<file path="src/verilog/pps_pkg.sv">
// Shared constants, register map and state codes of the PHY power-state manager.
// Assumes a single 200 MHz core clock; all times but CFG_DEADLINE_MS are turned into cycle counts here.
package pps_pkg;
  // ************************************************************
  // Clock and timing
  // ************************************************************
  localparam int CLK_MHZ = 200;
  localparam int BREAK_MIN_MS = 1200;
  localparam int BREAK_MAX_MS = 1300;
  localparam int LED_HOLD_MS = 2000;
  localparam int CFG_DEADLINE_MS = 500;
  // Least times round up; these products are exact at 200 MHz
  localparam int BREAK_CYC = BREAK_MIN_MS * CLK_MHZ * 1000;
  localparam int BREAK_MAX_CYC = BREAK_MAX_MS * CLK_MHZ * 1000;
  localparam int LED_CYC = LED_HOLD_MS * CLK_MHZ * 1000;
  localparam int TMR_W = 32;

  // ************************************************************
  // Register map
  // ************************************************************
  localparam int ADDR_W = 8;
  localparam int DATA_W = 32;
  localparam logic [7:0] CTRL_ADDR = 8'h00;
  localparam logic [7:0] STAT_ADDR = 8'h04;
  localparam int CTRL_PD_MODE_BIT = 0;
  localparam int CTRL_LPI_EN_BIT = 1;
  localparam int CTRL_PWR_DOWN_BIT = 11;
  localparam logic CTRL_PD_MODE_RST = 1'h1;
  localparam logic CTRL_LPI_EN_RST = 1'h0;
  localparam logic CTRL_PWR_DOWN_RST = 1'h0;
  localparam int STAT_STATE_LSB = 0;
  localparam int STAT_CABLE_BIT = 4;
  localparam int STAT_RX_LPI_BIT = 5;
  localparam int STAT_TX_LPI_BIT = 6;
  localparam int STAT_PHY_PD_BIT = 7;
  localparam int STAT_LED_BIT = 8;

  // ************************************************************
  // Power states, Gray coded along the usual path
  // ************************************************************
  typedef enum logic [3:0] {
    ST_PWR_UP = 4'h0,
    ST_IF_INIT = 4'h1,
    ST_CFG_WAIT = 4'h3,
    ST_NO_LINK = 4'h2,
    ST_ACTIVE = 4'h6,
    ST_IDLE = 4'h7,
    ST_CABLE_DISC = 4'h5,
    ST_BREAK_WAIT = 4'h4,
    ST_IEEE_PD = 4'hC,
    ST_PIN_PD = 4'hD
  } pps_state_t;
endpackage

</file>
<file path="src/verilog/pps_rst_sync.sv">
// Reset release synchroniser for the power-state manager.
// Assumes rst_n_i may assert at any time; release is re-timed to core_clk_i.
`timescale 1ns/100ps
module pps_rst_sync (
  input wire logic core_clk_i, // Core clock
  input wire logic rst_n_i,    // Asynchronous reset, active low
  output logic rst_n_o         // Synchronised reset, active low
);
  logic meta_reg;
  logic sync_reg;

  // ************************************************************
  // Two-stage release
  // ************************************************************
  // Assert at once, release after two edges to avoid a metastable release
  always_ff @(posedge core_clk_i or negedge rst_n_i) begin
    if (!rst_n_i) begin
      meta_reg <= 1'b0;
      sync_reg <= 1'b0;
    end else begin
      meta_reg <= 1'b1;
      sync_reg <= meta_reg;
    end
  end

  assign rst_n_o = sync_reg;
endmodule

</file>
<file path="src/verilog/pps_timer.sv">
// Loadable down-counter used for the long waits of the power-state manager.
// Assumes load_i is a one-cycle pulse; done_o is high while the count is zero.
`timescale 1ns/100ps
module pps_timer #(
  parameter int W = 32,
  parameter int CYC = 16
) (
  input wire logic core_clk_i, // Core clock
  input wire logic rst_n_i,    // Synchronised reset, active low
  input wire logic load_i,     // Start a fresh wait
  output logic done_o          // Wait has run out
);
  logic [W-1:0] cnt_reg;
  logic [W-1:0] cnt_next;

  // Refuse counts that would not fit the counter or would be empty
  if (CYC < 1 || (W < 32 && CYC >= (1 << W))) begin : g_chk
    $error("pps_timer: count does not fit");
  end

  // ************************************************************
  // Count
  // ************************************************************
  // Reload wins over counting so a late restart is never lost
  always_comb begin
    cnt_next = cnt_reg;
    if (load_i) begin
      cnt_next = W'(CYC);
    end else if (cnt_reg != '0) begin
      cnt_next = cnt_reg - 1'b1;
    end
  end

  always_ff @(posedge core_clk_i or negedge rst_n_i) begin
    if (!rst_n_i) begin
      cnt_reg <= '0;
    end else begin
      cnt_reg <= cnt_next;
    end
  end

  assign done_o = (cnt_reg == '0);
endmodule

</file>
<file path="src/verilog/pps_power_mgr.sv">
// Power-state manager of a gigabit Ethernet PHY with its register port.
// Assumes all inputs are synchronous to core_clk_i and in-band requests are levels.
//
// The address map and the plain strobed port are this design's own decisions.
`timescale 1ns/100ps
module pps_power_mgr #(
  parameter int BREAK_CYC = pps_pkg::BREAK_CYC,
  parameter int LED_CYC = pps_pkg::LED_CYC
) (
  input wire logic core_clk_i,          // Core clock, 200 MHz
  input wire logic rst_n_i,             // Power-on reset, active low
  input wire logic [7:0] reg_addr_i,    // Register byte address
  input wire logic [31:0] reg_wdata_i,  // Register write data
  input wire logic reg_wr_i,            // Register write strobe
  input wire logic reg_rd_i,            // Register read strobe
  output logic [31:0] reg_rdata_o,      // Read data, cycle after strobe
  input wire logic lan_supply_good_n_i, // Supply good, low forces power down
  input wire logic lan_off_n_i,         // LAN-off pin, low forces power down
  input wire logic pcie_en_i,           // PCIe link is in use
  input wire logic link_init_done_i,    // Interconnect initialised
  input wire logic mdio_cfg_done_i,     // MAC finished MDIO configuration
  input wire logic mac_pd_req_i,        // In-band power-down request
  input wire logic mac_tx_lpi_req_i,    // In-band transmit LPI request
  input wire logic partner_lpi_i,       // Partner transmitter in LPI
  input wire logic energy_i,            // Energy seen on the line
  input wire logic link_up_i,           // Ethernet link established
  input wire logic traffic_i,           // Frames moving on the link
  output logic [3:0] state_o,           // Current power state
  output logic iface_rst_o,             // Interconnect held in reset
  output logic an_enable_o,             // Auto-negotiation may advertise
  output logic phy_pd_o,                // PHY analog powered down
  output logic clk_gate_o,              // Internal clocks gated
  output logic pcie_ei_o,               // PCIe in electrical idle
  output logic pcie_pd_o,               // PCIe link powered down
  output logic energy_mode_o,           // PHY in energy-detect mode
  output logic cable_gone_o,            // Cable-gone flag to the MAC
  output logic rx_lpi_ind_o,            // In-band receive LPI indication
  output logic rx_off_o,                // Receive circuitry off
  output logic tx_lpi_o,                // Transmit path in LPI
  output logic tx_off_o,                // Transmit circuitry off
  output logic link_led_o               // Link indicator
);
  logic rst_n;
  pps_pkg::pps_state_t state_reg, state_next;
  logic pd_mode_reg, pd_mode_next;
  logic lpi_en_reg, lpi_en_next;
  logic pwr_down_reg, pwr_down_next;
  logic [31:0] rdata_reg, rdata_next;
  logic phy_pd_reg, phy_pd_next;
  logic clk_gate_reg, clk_gate_next;
  logic pcie_ei_reg, pcie_ei_next;
  logic pcie_pd_reg, pcie_pd_next;
  logic energy_mode_reg, energy_mode_next;
  logic cable_gone_reg, cable_gone_next;
  logic rx_lpi_reg, rx_lpi_next;
  logic tx_lpi_reg, tx_lpi_next;
  logic iface_rst_reg, iface_rst_next;
  logic an_en_reg, an_en_next;
  logic led_reg, led_next;
  logic pin_pd;
  logic linked_now, linked_next;
  logic break_load, break_done;
  logic led_load, led_done;

  // ************************************************************
  // Reset and timers
  // ************************************************************
  pps_rst_sync u_rst (
    .core_clk_i(core_clk_i),
    .rst_n_i(rst_n_i),
    .rst_n_o(rst_n)
  );

  pps_timer #(.W(pps_pkg::TMR_W), .CYC(BREAK_CYC)) u_break (
    .core_clk_i(core_clk_i),
    .rst_n_i(rst_n),
    .load_i(break_load),
    .done_o(break_done)
  );

  pps_timer #(.W(pps_pkg::TMR_W), .CYC(LED_CYC)) u_led (
    .core_clk_i(core_clk_i),
    .rst_n_i(rst_n),
    .load_i(led_load),
    .done_o(led_done)
  );

  // The break-link wait must not overrun its longest figure
  if (BREAK_CYC < 1 || BREAK_CYC >= pps_pkg::BREAK_MAX_CYC) begin : g_chk
    $error("pps_power_mgr: break-link wait out of range");
  end

  // ************************************************************
  // Register port
  // ************************************************************
  // Control writes and read data; unmapped reads return zero
  always_comb begin
    pd_mode_next = pd_mode_reg;
    lpi_en_next = lpi_en_reg;
    pwr_down_next = pwr_down_reg;
    rdata_next = '0;
    if (reg_wr_i && reg_addr_i == pps_pkg::CTRL_ADDR) begin
      pd_mode_next = reg_wdata_i[pps_pkg::CTRL_PD_MODE_BIT];
      lpi_en_next = reg_wdata_i[pps_pkg::CTRL_LPI_EN_BIT];
      pwr_down_next = reg_wdata_i[pps_pkg::CTRL_PWR_DOWN_BIT];
    end
    if (reg_rd_i && reg_addr_i == pps_pkg::CTRL_ADDR) begin
      rdata_next[pps_pkg::CTRL_PD_MODE_BIT] = pd_mode_reg;
      rdata_next[pps_pkg::CTRL_LPI_EN_BIT] = lpi_en_reg;
      rdata_next[pps_pkg::CTRL_PWR_DOWN_BIT] = pwr_down_reg;
    end else if (reg_rd_i && reg_addr_i == pps_pkg::STAT_ADDR) begin
      rdata_next[pps_pkg::STAT_STATE_LSB +: 4] = state_reg;
      rdata_next[pps_pkg::STAT_CABLE_BIT] = cable_gone_reg;
      rdata_next[pps_pkg::STAT_RX_LPI_BIT] = rx_lpi_reg;
      rdata_next[pps_pkg::STAT_TX_LPI_BIT] = tx_lpi_reg;
      rdata_next[pps_pkg::STAT_PHY_PD_BIT] = phy_pd_reg;
      rdata_next[pps_pkg::STAT_LED_BIT] = led_reg;
    end
  end

  always_ff @(posedge core_clk_i or negedge rst_n) begin
    if (!rst_n) begin
      pd_mode_reg <= pps_pkg::CTRL_PD_MODE_RST;
      lpi_en_reg <= pps_pkg::CTRL_LPI_EN_RST;
      pwr_down_reg <= pps_pkg::CTRL_PWR_DOWN_RST;
      rdata_reg <= '0;
    end else begin
      pd_mode_reg <= pd_mode_next;
      lpi_en_reg <= lpi_en_next;
      pwr_down_reg <= pwr_down_next;
      rdata_reg <= rdata_next;
    end
  end

  // ************************************************************
  // Power-state machine
  // ************************************************************
  // Either pin forces power down, ahead of every in-band request
  assign pin_pd = !lan_supply_good_n_i || !lan_off_n_i;
  assign linked_now = (state_reg == pps_pkg::ST_ACTIVE) || (state_reg == pps_pkg::ST_IDLE);
  assign linked_next = (state_next == pps_pkg::ST_ACTIVE) || (state_next == pps_pkg::ST_IDLE);
  assign break_load = (state_reg == pps_pkg::ST_CABLE_DISC) && (state_next == pps_pkg::ST_BREAK_WAIT);
  assign led_load = linked_now && !linked_next;

  // Pins first, then software or in-band power down, then link events
  always_comb begin
    state_next = state_reg;
    if (pin_pd) begin
      state_next = pps_pkg::ST_PIN_PD;
    end else if (state_reg == pps_pkg::ST_PIN_PD) begin
      state_next = pps_pkg::ST_IF_INIT;
    end else if (pwr_down_reg || mac_pd_req_i) begin
      state_next = pps_pkg::ST_IEEE_PD;
    end else begin
      case (state_reg)
        pps_pkg::ST_PWR_UP: state_next = pps_pkg::ST_IF_INIT;
        pps_pkg::ST_IF_INIT: if (link_init_done_i) begin
          state_next = pps_pkg::ST_CFG_WAIT;
        end
        pps_pkg::ST_CFG_WAIT: if (mdio_cfg_done_i) begin
          state_next = pps_pkg::ST_NO_LINK;
        end
        pps_pkg::ST_NO_LINK: begin
          if (!energy_i) begin
            state_next = pps_pkg::ST_CABLE_DISC;
          end else if (link_up_i) begin
            state_next = traffic_i ? pps_pkg::ST_ACTIVE : pps_pkg::ST_IDLE;
          end
        end
        pps_pkg::ST_ACTIVE, pps_pkg::ST_IDLE: begin
          if (!energy_i) begin
            state_next = pps_pkg::ST_CABLE_DISC;
          end else if (!link_up_i) begin
            state_next = pps_pkg::ST_NO_LINK;
          end else begin
            state_next = traffic_i ? pps_pkg::ST_ACTIVE : pps_pkg::ST_IDLE;
          end
        end
        pps_pkg::ST_CABLE_DISC: if (energy_i) begin
          state_next = pps_pkg::ST_BREAK_WAIT;
        end
        pps_pkg::ST_BREAK_WAIT: if (break_done) begin
          state_next = pps_pkg::ST_NO_LINK;
        end
        pps_pkg::ST_IEEE_PD: state_next = pps_pkg::ST_NO_LINK;
        default: state_next = pps_pkg::ST_PWR_UP;
      endcase
    end
  end

  always_ff @(posedge core_clk_i or negedge rst_n) begin
    if (!rst_n) begin
      state_reg <= pps_pkg::ST_PWR_UP;
    end else begin
      state_reg <= state_next;
    end
  end

  // ************************************************************
  // Power controls
  // ************************************************************
  // Decoded from the next state so controls line up with the state
  always_comb begin
    phy_pd_next = 1'b0;
    clk_gate_next = 1'b0;
    pcie_ei_next = 1'b0;
    pcie_pd_next = 1'b0;
    energy_mode_next = 1'b0;
    iface_rst_next = 1'b0;
    an_en_next = 1'b0;
    rx_lpi_next = 1'b0;
    tx_lpi_next = 1'b0;
    cable_gone_next = cable_gone_reg;
    // The hold counter still reads zero in its loading cycle, so the load itself keeps the indicator lit
    led_next = linked_next || (led_reg && (led_load || !led_done) && !pin_pd);
    case (state_next)
      pps_pkg::ST_PIN_PD: begin
        phy_pd_next = 1'b1;
        clk_gate_next = 1'b1;
        iface_rst_next = 1'b1;
        // Electrical idle only once the PHY is already down
        pcie_ei_next = pcie_en_i && phy_pd_reg;
      end
      pps_pkg::ST_IEEE_PD: begin
        // Stay-active mode keeps everything running
        phy_pd_next = pd_mode_reg;
        clk_gate_next = pd_mode_reg;
        pcie_ei_next = pd_mode_reg;
      end
      pps_pkg::ST_IF_INIT, pps_pkg::ST_PWR_UP: iface_rst_next = (state_next == pps_pkg::ST_PWR_UP);
      pps_pkg::ST_CABLE_DISC: begin
        energy_mode_next = 1'b1;
        pcie_pd_next = 1'b1;
        cable_gone_next = 1'b1;
      end
      pps_pkg::ST_BREAK_WAIT: cable_gone_next = 1'b0;
      pps_pkg::ST_NO_LINK: an_en_next = 1'b1;
      pps_pkg::ST_ACTIVE, pps_pkg::ST_IDLE: begin
        an_en_next = 1'b1;
        // Idle lets the host interface rest; active never does
        pcie_ei_next = (state_next == pps_pkg::ST_IDLE) && !mac_tx_lpi_req_i;
        rx_lpi_next = lpi_en_reg && partner_lpi_i;
        tx_lpi_next = mac_tx_lpi_req_i;
      end
      default: an_en_next = 1'b0;
    endcase
  end

  always_ff @(posedge core_clk_i or negedge rst_n) begin
    if (!rst_n) begin
      phy_pd_reg <= 1'b0;
      clk_gate_reg <= 1'b0;
      pcie_ei_reg <= 1'b0;
      pcie_pd_reg <= 1'b0;
      energy_mode_reg <= 1'b0;
      iface_rst_reg <= 1'b1;
      an_en_reg <= 1'b0;
      rx_lpi_reg <= 1'b0;
      tx_lpi_reg <= 1'b0;
      cable_gone_reg <= 1'b0;
      led_reg <= 1'b0;
    end else begin
      phy_pd_reg <= phy_pd_next;
      clk_gate_reg <= clk_gate_next;
      pcie_ei_reg <= pcie_ei_next;
      pcie_pd_reg <= pcie_pd_next;
      energy_mode_reg <= energy_mode_next;
      iface_rst_reg <= iface_rst_next;
      an_en_reg <= an_en_next;
      rx_lpi_reg <= rx_lpi_next;
      tx_lpi_reg <= tx_lpi_next;
      cable_gone_reg <= cable_gone_next;
      led_reg <= led_next;
    end
  end

  // Outputs straight from flops
  assign reg_rdata_o = rdata_reg;
  assign state_o = state_reg;
  assign iface_rst_o = iface_rst_reg;
  assign an_enable_o = an_en_reg;
  assign phy_pd_o = phy_pd_reg;
  assign clk_gate_o = clk_gate_reg;
  assign pcie_ei_o = pcie_ei_reg;
  assign pcie_pd_o = pcie_pd_reg;
  assign energy_mode_o = energy_mode_reg;
  assign cable_gone_o = cable_gone_reg;
  assign rx_lpi_ind_o = rx_lpi_reg;
  assign rx_off_o = rx_lpi_reg;
  assign tx_lpi_o = tx_lpi_reg;
  assign tx_off_o = tx_lpi_reg;
  assign link_led_o = led_reg;

  // ************************************************************
  // Checks
  // ************************************************************
  AST_SUPPLY_PD: assert property (@(posedge core_clk_i) disable iff (!rst_n)
    !lan_supply_good_n_i |=> state_reg == pps_pkg::ST_PIN_PD && phy_pd_o)
    else $error("supply-good low did not force power down");
  AST_PIN_PD: assert property (@(posedge core_clk_i) disable iff (!rst_n)
    !lan_off_n_i |=> state_reg == pps_pkg::ST_PIN_PD && phy_pd_o && clk_gate_o && iface_rst_o)
    else $error("LAN-off low did not force power down");
  AST_EI_AFTER_PHY: assert property (@(posedge core_clk_i) disable iff (!rst_n)
    (state_reg == pps_pkg::ST_PIN_PD && $rose(pcie_ei_o)) |-> $past(phy_pd_o))
    else $error("PCIe idle came before PHY power down");
  AST_SW_PD: assert property (@(posedge core_clk_i) disable iff (!rst_n)
    (reg_wr_i && reg_addr_i == pps_pkg::CTRL_ADDR && reg_wdata_i[pps_pkg::CTRL_PWR_DOWN_BIT]
      && !pin_pd) ##1 !pin_pd |=> state_reg == pps_pkg::ST_IEEE_PD)
    else $error("power-down bit did not enter IEEE power down");
  AST_PD_MODE: assert property (@(posedge core_clk_i) disable iff (!rst_n)
    (state_reg == pps_pkg::ST_IEEE_PD && state_next == pps_pkg::ST_IEEE_PD)
      |=> phy_pd_o == $past(pd_mode_reg) && clk_gate_o == $past(pd_mode_reg))
    else $error("power-down mode not followed");
  AST_DISC_MODE: assert property (@(posedge core_clk_i) disable iff (!rst_n)
    state_reg == pps_pkg::ST_CABLE_DISC |-> energy_mode_o && pcie_pd_o && cable_gone_o)
    else $error("cable-disconnect controls wrong");
  AST_ENERGY_EXIT: assert property (@(posedge core_clk_i) disable iff (!rst_n)
    (state_reg == pps_pkg::ST_CABLE_DISC && energy_i && !pin_pd && !pwr_down_reg && !mac_pd_req_i)
      |=> !cable_gone_o && state_reg == pps_pkg::ST_BREAK_WAIT)
    else $error("energy did not clear cable-gone");
  AST_BREAK_HOLD: assert property (@(posedge core_clk_i) disable iff (!rst_n)
    state_reg == pps_pkg::ST_BREAK_WAIT |-> !an_enable_o ##0
      (state_next != pps_pkg::ST_NO_LINK || break_done))
    else $error("advertising before break-link wait ended");
  AST_RX_LPI: assert property (@(posedge core_clk_i) disable iff (!rst_n)
    $rose(rx_lpi_ind_o) |-> $past(partner_lpi_i) && $past(lpi_en_reg) && rx_off_o)
    else $error("receive LPI without partner LPI");
  AST_LED_HOLD: assert property (@(posedge core_clk_i) disable iff (!rst_n)
    (linked_now && !linked_next && !pin_pd) |=> link_led_o && !led_done)
    else $error("link indicator dropped as the link went away");
endmodule

</file>
<file path="config.mk">
export PLATFORM = sky130hd
export DESIGN_NAME = pps_power_mgr
export DESIGN_NICKNAME = d
export VERILOG_FILES = /design/src/verilog/pps_pkg.sv /design/src/verilog/pps_rst_sync.sv /design/src/verilog/pps_timer.sv /design/src/verilog/pps_power_mgr.sv
export SDC_FILE = /design/constraint.sdc
export NUM_CORES = 1
export LEC_CHECK = 0
export ABC_AREA = 1
export CAP_MARGIN = 20
export CORE_MARGIN = 2
export CORE_UTILIZATION = 35
export DETAILED_ROUTE_END_ITERATION = 16
export DONT_BUFFER_PORTS = 1
export PLACE_DENSITY = 0.5
export REMOVE_ABC_BUFFERS = 1
export SLEW_MARGIN = 10
export SYNTH_ARGS = -nofsm -noshare
export SYNTH_HDL_FRONTEND = slang
export SYNTH_SLANG_ARGS = --single-unit
</file>
<file path="constraint.sdc">
create_clock -name core_clk_i -period 4.9 [get_ports core_clk_i]
set_input_delay 0.98 -clock core_clk_i [delete_from_list [all_inputs] [get_ports core_clk_i]]
set_output_delay 0.98 -clock core_clk_i [all_outputs]
set_load 0.05 [all_outputs]
</file>
==> results of run 1 <==
==> critical path: cells and delay by family (launching register included) <==
family / cells / cell delay, ns
flops: 1 / 0.39
fa+ha+maj: 1 / 0.27
xor+xnor: 1 / 0.25
simple gates: 7 / 1.37
buf+inv: 2 / 0.51
==> logic make-up after synthesis <==
kind of cell / synth area share
flops: 0.4284
simple gates: 0.3342
buf+inv: 0.1256
other cells: 0.001396
compound gates: 0.03651
fa+ha+maj: 0.004650
xor+xnor: 0.06512
mux: 0.004186
==> layout by cell type, fill, tap and decap left out, drive strengths merged, types with 2 or more instances in the layout <==
cell type,n
o21ai,19
nor4,6
clkinv,5
and3,2
xnor2,12
o211ai,2
inv,113
nand3b,9
conb,23
nor3,14
ha,2
dfrtp,90
nand3,59
xor2,28
nand4,14
mux2,2
o31ai,2
clkbuf,11
dfstp,2
nand2,137
nor3b,2
nor2,141
a21oi,9
or2,4
==> final timing paths <==
check	cells after the start	startpoint	to	slack (ns)
worst max-delay path	11	u_led.cnt_reg[0]	u_led.cnt_reg[7]	1.99
worst min-delay path	0	u_rst.rst_n_o	u_led.cnt_reg[0]	0.20
worst max register to register	11	u_led.cnt_reg[0]	u_led.cnt_reg[7]	1.99
worst min register to register	0	u_rst.rst_n_o	u_led.cnt_reg[0]	0.20
max in group asynchronous	1	u_rst.rst_n_o	u_break.cnt_reg[16]	3.50
min in group core_clk_i	0	u_rst.meta_reg	u_rst.rst_n_o	0.36
==> stage by stage <==
step	cell area (um2)	total power (W)	setup slack (ns)	hold slack [ns]	utilization
finish	5746	0.001732	1.986	0.1960	0.3808
global route	5746	0.001824	1.722	0.2152	0.3808
CTS	5746	0.001757	1.946	0.2112	0.3808
detailed placement	5456	0.001070	1.971	0.2079	0.3616
global placement	5456	0.001066	1.983	0.1976	0.3616
floorplan	5210	0.001031	2.151	0.3312	-
==> metal layers <==
layer / vias up / global-route usage / share of wire
met5: - / 0 / 0
met2: 80 / 0.2476 / 0.49
met3: 11 / 0.04674 / 0.042
met4: 0 / 0.04590 / 0.011
li1: 2147 / - / -
met1: 1991 / 0.1956 / 0.46
==> power by group through the flow <==
stage                     sequential, W  clock [W]  combinational [W]
final                          0.000876   0.000677           0.000179
after global placement         0.000891          0           0.000175
after floorplan                0.000887          0           0.000144
after detailed placement       0.000891          0           0.000179
after CTS                      0.000877   0.000701           0.000180
after global routing           0.000884   0.000735           0.000205
==> final cells by class <==
type,count,area [um2],area share
Inverter,113,426.7,0.07426
Clock buffer,11,252.7,0.04399
Multi-Input combinational cell,489,2479,0.4314
Timing Repair Buffer,1,7.507,0.001307
Clock inverter,5,36.28,0.006315
Sequential cell,92,2308,0.4018
Tap cell,188,235.2,0.04094
==> qor.csv, run 1 <==
stage,metric,value,unit
outcome,outcome,finished clean,
drt,wl_per_cell,13.12,um
cells_and_area,diodes,0,
logic_synthesis,synthCells,706,
place,placedCellCount,883,
cts,cts.sinks,92,
timing,timing.fmax,343.2,MHz
cts,cts_root_buf,clkbuf_16,
timing,rsz0062_at_grt,false,
cells_and_area,num-fill-cells,1554,
logic_synthesis,ys_seq_area_frac,0.4284,
logic_synthesis,async_flop_share,1.000,
cts,clk_pin_slew,0.07,ns
cells_and_area,final_nets,763,
cts,cts_max_level,3,
cts,cts_tree,yes,
timing,hold_viol,0,
power,p_leak,2.827,nW
cts,holdBufCountCts,0,
cts,cts.repair.resized,0,
logic_synthesis,ys_warn_count,0,
cts,clk_latency,0.35,ns
grt,grt_max_degree,74,
floorplanning,die_w,128.0,um
cts,max-clock-path-buffers,2,
logic_synthesis,ys_top_cells_by_count,"nand2_1, nor2_1, inv_1, dfrtp_1, nand3_1",
timing,slew_viol_final,0,
logic_synthesis,synth_most_common_cell,nand2_1,
timing,fin_setup_tns,0,ns
timing,slew_headroom,0.3796,
logic_synthesis,syn-cell-area,5380,um2
floorplanning,die_h,128.0,um
power,peakVddDrop,306.1,uV
timing,min_period,2.914,ns
logic_synthesis,synth_ff_type,dfrtp_1,
drt,drt-initial-drc-count,262,
cells_and_area,area_growth,6.791,%
drt,vias,4229,
logic_synthesis,synth_top_area_frac,0.4186,
setup_path,slowest_delay,0.40,ns
setup_path,cp_cell_sequence,inv_1 -> ha_1 -> nand2_1 -> nor2_1 -> nand3_1 -> nor2_1 -> nand3_1 -> inv_1 -> nor2_1 -> xnor2_1 -> nor2_4,
power,p_seq_frac,0.506,
power,powerDensity,301.5,nW/um2
setup_path,cp_data_arrival_time,3.15,ns
cells_and_area,drive_gt1_frac,0.07314,
drt,drc,0,
floorplanning,fp.dieArea,16380,um2
drt,first_pass_iters,5,
setup_path,start_kind,flop,
logic_synthesis,syn_area_per_cell,7.621,um2
timing,worstMarginPinSlew,0.9307,ns
setup_path,crit_slowest_cell,nand3_1,
place,dp_hpwl,8749,um
place,place.gp.congestion,0.8455,
power,power_switching,0.0005085,W
drt,avgViaCountPerCell,4.704,
worst_hold_path,hold_class,flop to async pin,
drt,ant_nets,0,
setup_path,timing_worst_setup_path_type,flop to flop,
grt,grt_usage,0.1523,
logic_synthesis,synth_edf_count,0,
timing,min_period_over_period,0.5947,
floorplanning,core,15090,um2
setup_path,cp_max_fo,12,
logic_synthesis,synth_top_cells_by_area,"dfrtp_1, nand2_1, nor2_1, inv_1, nand3_1",
setup_path,crit_required,5.13,ns
timing,setup_violations,0,
setup_path,cp_common_cell,nor2_1,
logic_synthesis,synth_seq_cells,92,
timing,skew,0.007335,ns
grt,grt_pass1_vias,4083,
grt,antenna_found_initial,0,
place,portBuffers,0,
logic_synthesis,synth_area_leader_cell,dfrtp_1,
power,comb_power_share,0.103,
job,maxCapViolations,0,
cts,postCtsSetupRepairBufs,0,
floorplanning,io_pins,104,
power,switching_share,0.2935,
drt,wl,11790,um
setup_path,worst_setup_path_end_kind,flop,
grt,grt_overflow,0,
floorplanning,num_rows,45,
power,intPower,0.001224,W
logic_synthesis,ys_types,38,
floorplanning,initial_core_util,0.3566,
cells_and_area,instances_no_fill,899,
grt,grt_pass1_wl,19810,um
cts,cts_buffers,9,
power,power_frac_clock,0.391,
(Power assumes the default switching activity.)
==> run 2: changes to the inputs <==
Clock period 4.9 ns to 2.9 ns, I/O delays scaled along.
==> qor.csv, run 2 (synthesized netlist as in run 1, its figures left out) <==
stage,metric,value,unit,change
outcome,outcome,finished clean,,
cells_and_area,instances_no_fill,906,,+0.78%
place,portBuffers,0,,unchanged
floorplanning,fp.dieArea,16380,um2,unchanged
timing,hold_viol,0,,unchanged
cells_and_area,final_cell_mix,"nand2_1, nor2_1, inv_1",,
cts,cts_tree,yes,,
timing,slew_viol_final,0,,unchanged
setup_path,slowest_delay,0.38,ns,-0.02 ns
timing,min_period_over_period,0.8508,,+0.2561
drt,wl_per_cell,13.18,um,+0.46%
setup_path,crit_slowest_cell,dfrtp_1,,
cells_and_area,regArea,2308,um2,unchanged
drt,first_pass_iters,4,,-1
power,p_leak,2.847,nW,+0.70%
drt,drt-initial-drc-count,356,,+36%
cells_and_area,num-fill-cells,1615,,+3.9%
cts,clk_latency,0.34,ns,about the same
job,maxCapViolations,0,,unchanged
cts,cts_max_level,3,,unchanged
floorplanning,die_w,128.0,um,unchanged
worst_hold_path,hold_class,primary input to flop,,
timing,min_period,2.467,ns,-0.4466 ns
cells_and_area,multi_input_area,2479,um2,unchanged
place,dpl-instance-area,5514,um2,+1.1%
timing,timing.fmax,405.3,MHz,+18%
cells_and_area,layout_commonest_cell,nand2_1,,
floorplanning,die_h,128.0,um,unchanged
power,peakVddDrop,308.0,uV,+0.62%
cts,clk_pin_slew,0.07,ns,about the same
power,total_power,0.002887,W,+67%
cts,max-clock-path-buffers,2,,unchanged
place,placedCellCount,889,,+0.68%
grt,grt_usage,0.1557,,+0.003371
drt,avgViaCountPerCell,4.642,,-1.3%
grt,grt_max_degree,60,,-19%
cells_and_area,area_growth,7.721,%,
floorplanning,core,15090,um2,unchanged
grt,grt_pass1_vias,4175,,+2.3%
drt,ant_nets,0,,unchanged
cells_and_area,drive_gt1_frac,0.07799,,+0.004858
cts,cts_buffers,9,,unchanged
power,powerDensity,498.1,nW/um2,+65%
setup_path,worst_setup_path_end_kind,flop,,
setup_path,worstPathBufferInverterCount,2,,unchanged
drt,drc,0,,unchanged
setup_path,crit_required,3.13,ns,-2.00 ns
grt,antenna_found_initial,0,,unchanged
setup_path,cp_common_cell,nor2_1,,
floorplanning,num_rows,45,,unchanged
drt,wl,11940,um,+1.2%
setup_path,start_kind,flop,,
timing,worstMarginPinSlew,0.9264,ns,-0.004229 ns
drt,vias,4206,,-0.54%
place,dp_hpwl,8873,um,+1.4%
setup_path,cp_max_fo,7,,-5
cells_and_area,diodes,0,,unchanged
setup_path,cp_data_arrival_time,2.70,ns,-0.45 ns
setup_path,timing_worst_setup_path_type,flop to flop,,
floorplanning,io_pins,104,,unchanged
cells_and_area,final_nets,770,,+0.92%
timing,rsz0062_at_grt,false,,
floorplanning,initial_core_util,0.3566,,unchanged
setup_path,cp_cell_sequence,inv_1 -> ha_1 -> nand2_1 -> nor2_1 -> nand3_1 -> nor2_1 -> nand3_1 -> inv_1 -> nor2_1 -> xnor2_1 -> nor2_4,,
timing,slew_headroom,0.3824,,+0.002820
grt,grt_pass1_wl,20340,um,+2.7%
timing,skew,0.006745,ns,-0.0005893 ns
timing,fin_setup_tns,0,ns,unchanged
setup_path,path_delay_family,simple AND/OR/NAND/NOR gates,,
timing,setup_violations,0,,unchanged
cts,cts.repair.resized,0,,unchanged
cts,cts_root_buf,clkbuf_16,,
grt,grt_overflow,0,,unchanged
cells_and_area,final_cell_area,5796,um2,+0.87%
cts,cts.sinks,92,,unchanged
place,place.gp.congestion,0.8427,,-0.33%
-- run 2: path summary, 6_finish.rpt --
check	slack [ns]	from	depth (start not counted)	end
max in group asynchronous	1.80	u_rst.rst_n_o	1	u_break.cnt_reg[12]
worst min register to register	0.35	u_rst.meta_reg	0	u_rst.rst_n_o
min in group asynchronous	0.42	u_rst.rst_n_o	0	u_led.cnt_reg[3]
worst min-delay path	0.35	partner_lpi_i	2	rx_lpi_ind_o
worst max register to register	0.43	u_led.cnt_reg[0]	11	u_led.cnt_reg[7]
worst max-delay path	0.43	u_led.cnt_reg[0]	11	u_led.cnt_reg[7]
-- run 2: area by class of cell --
cell class,count,area share
Multi-Input combinational cell,489,0.4277
Sequential cell,92,0.3983
Inverter,113,0.07362
Clock buffer,12,0.04253
Tap cell,188,0.04059
Timing Repair Buffer,8,0.01295
Clock inverter,4,0.004318
-- run 2: what timing repair did --
item / in CTS / in global routing
endpoints found under the hold margin: 2 / 0
setup buffers: 0 / 0
hold buffers: 1 / 0
endpoints found under the setup margin: 0 / 0
-- run 2: per-layer routing --
layer	wire (um)	vias up	track usage
li1	-	2155	-
met1	5504	1972	0.2023
met2	5797	73	0.2564
met3	508	6	0.04299
met4	129	0	0.04202
met5	0	-	0
-- run 2: report_power, final --
part	switching (W)	internal [W]	leakage, nW
combinational	0.000215	0.0000861	1.68
clock	0.000493	0.000602	0.129
sequential	0.000132	0.00136	1.04
-- run 2: metrics by stage --
stage	setup WS [ns]	util	hold WS (ns)
after floorplan	0.1512	-	0.2844
after global placement	0.4652	0.3654	0.2845
after detailed placement	0.4409	0.3654	0.2845
after CTS	0.4109	0.3841	0.3317
after global routing	0.1493	0.3841	0.3481
final	0.4328	0.3841	0.3459
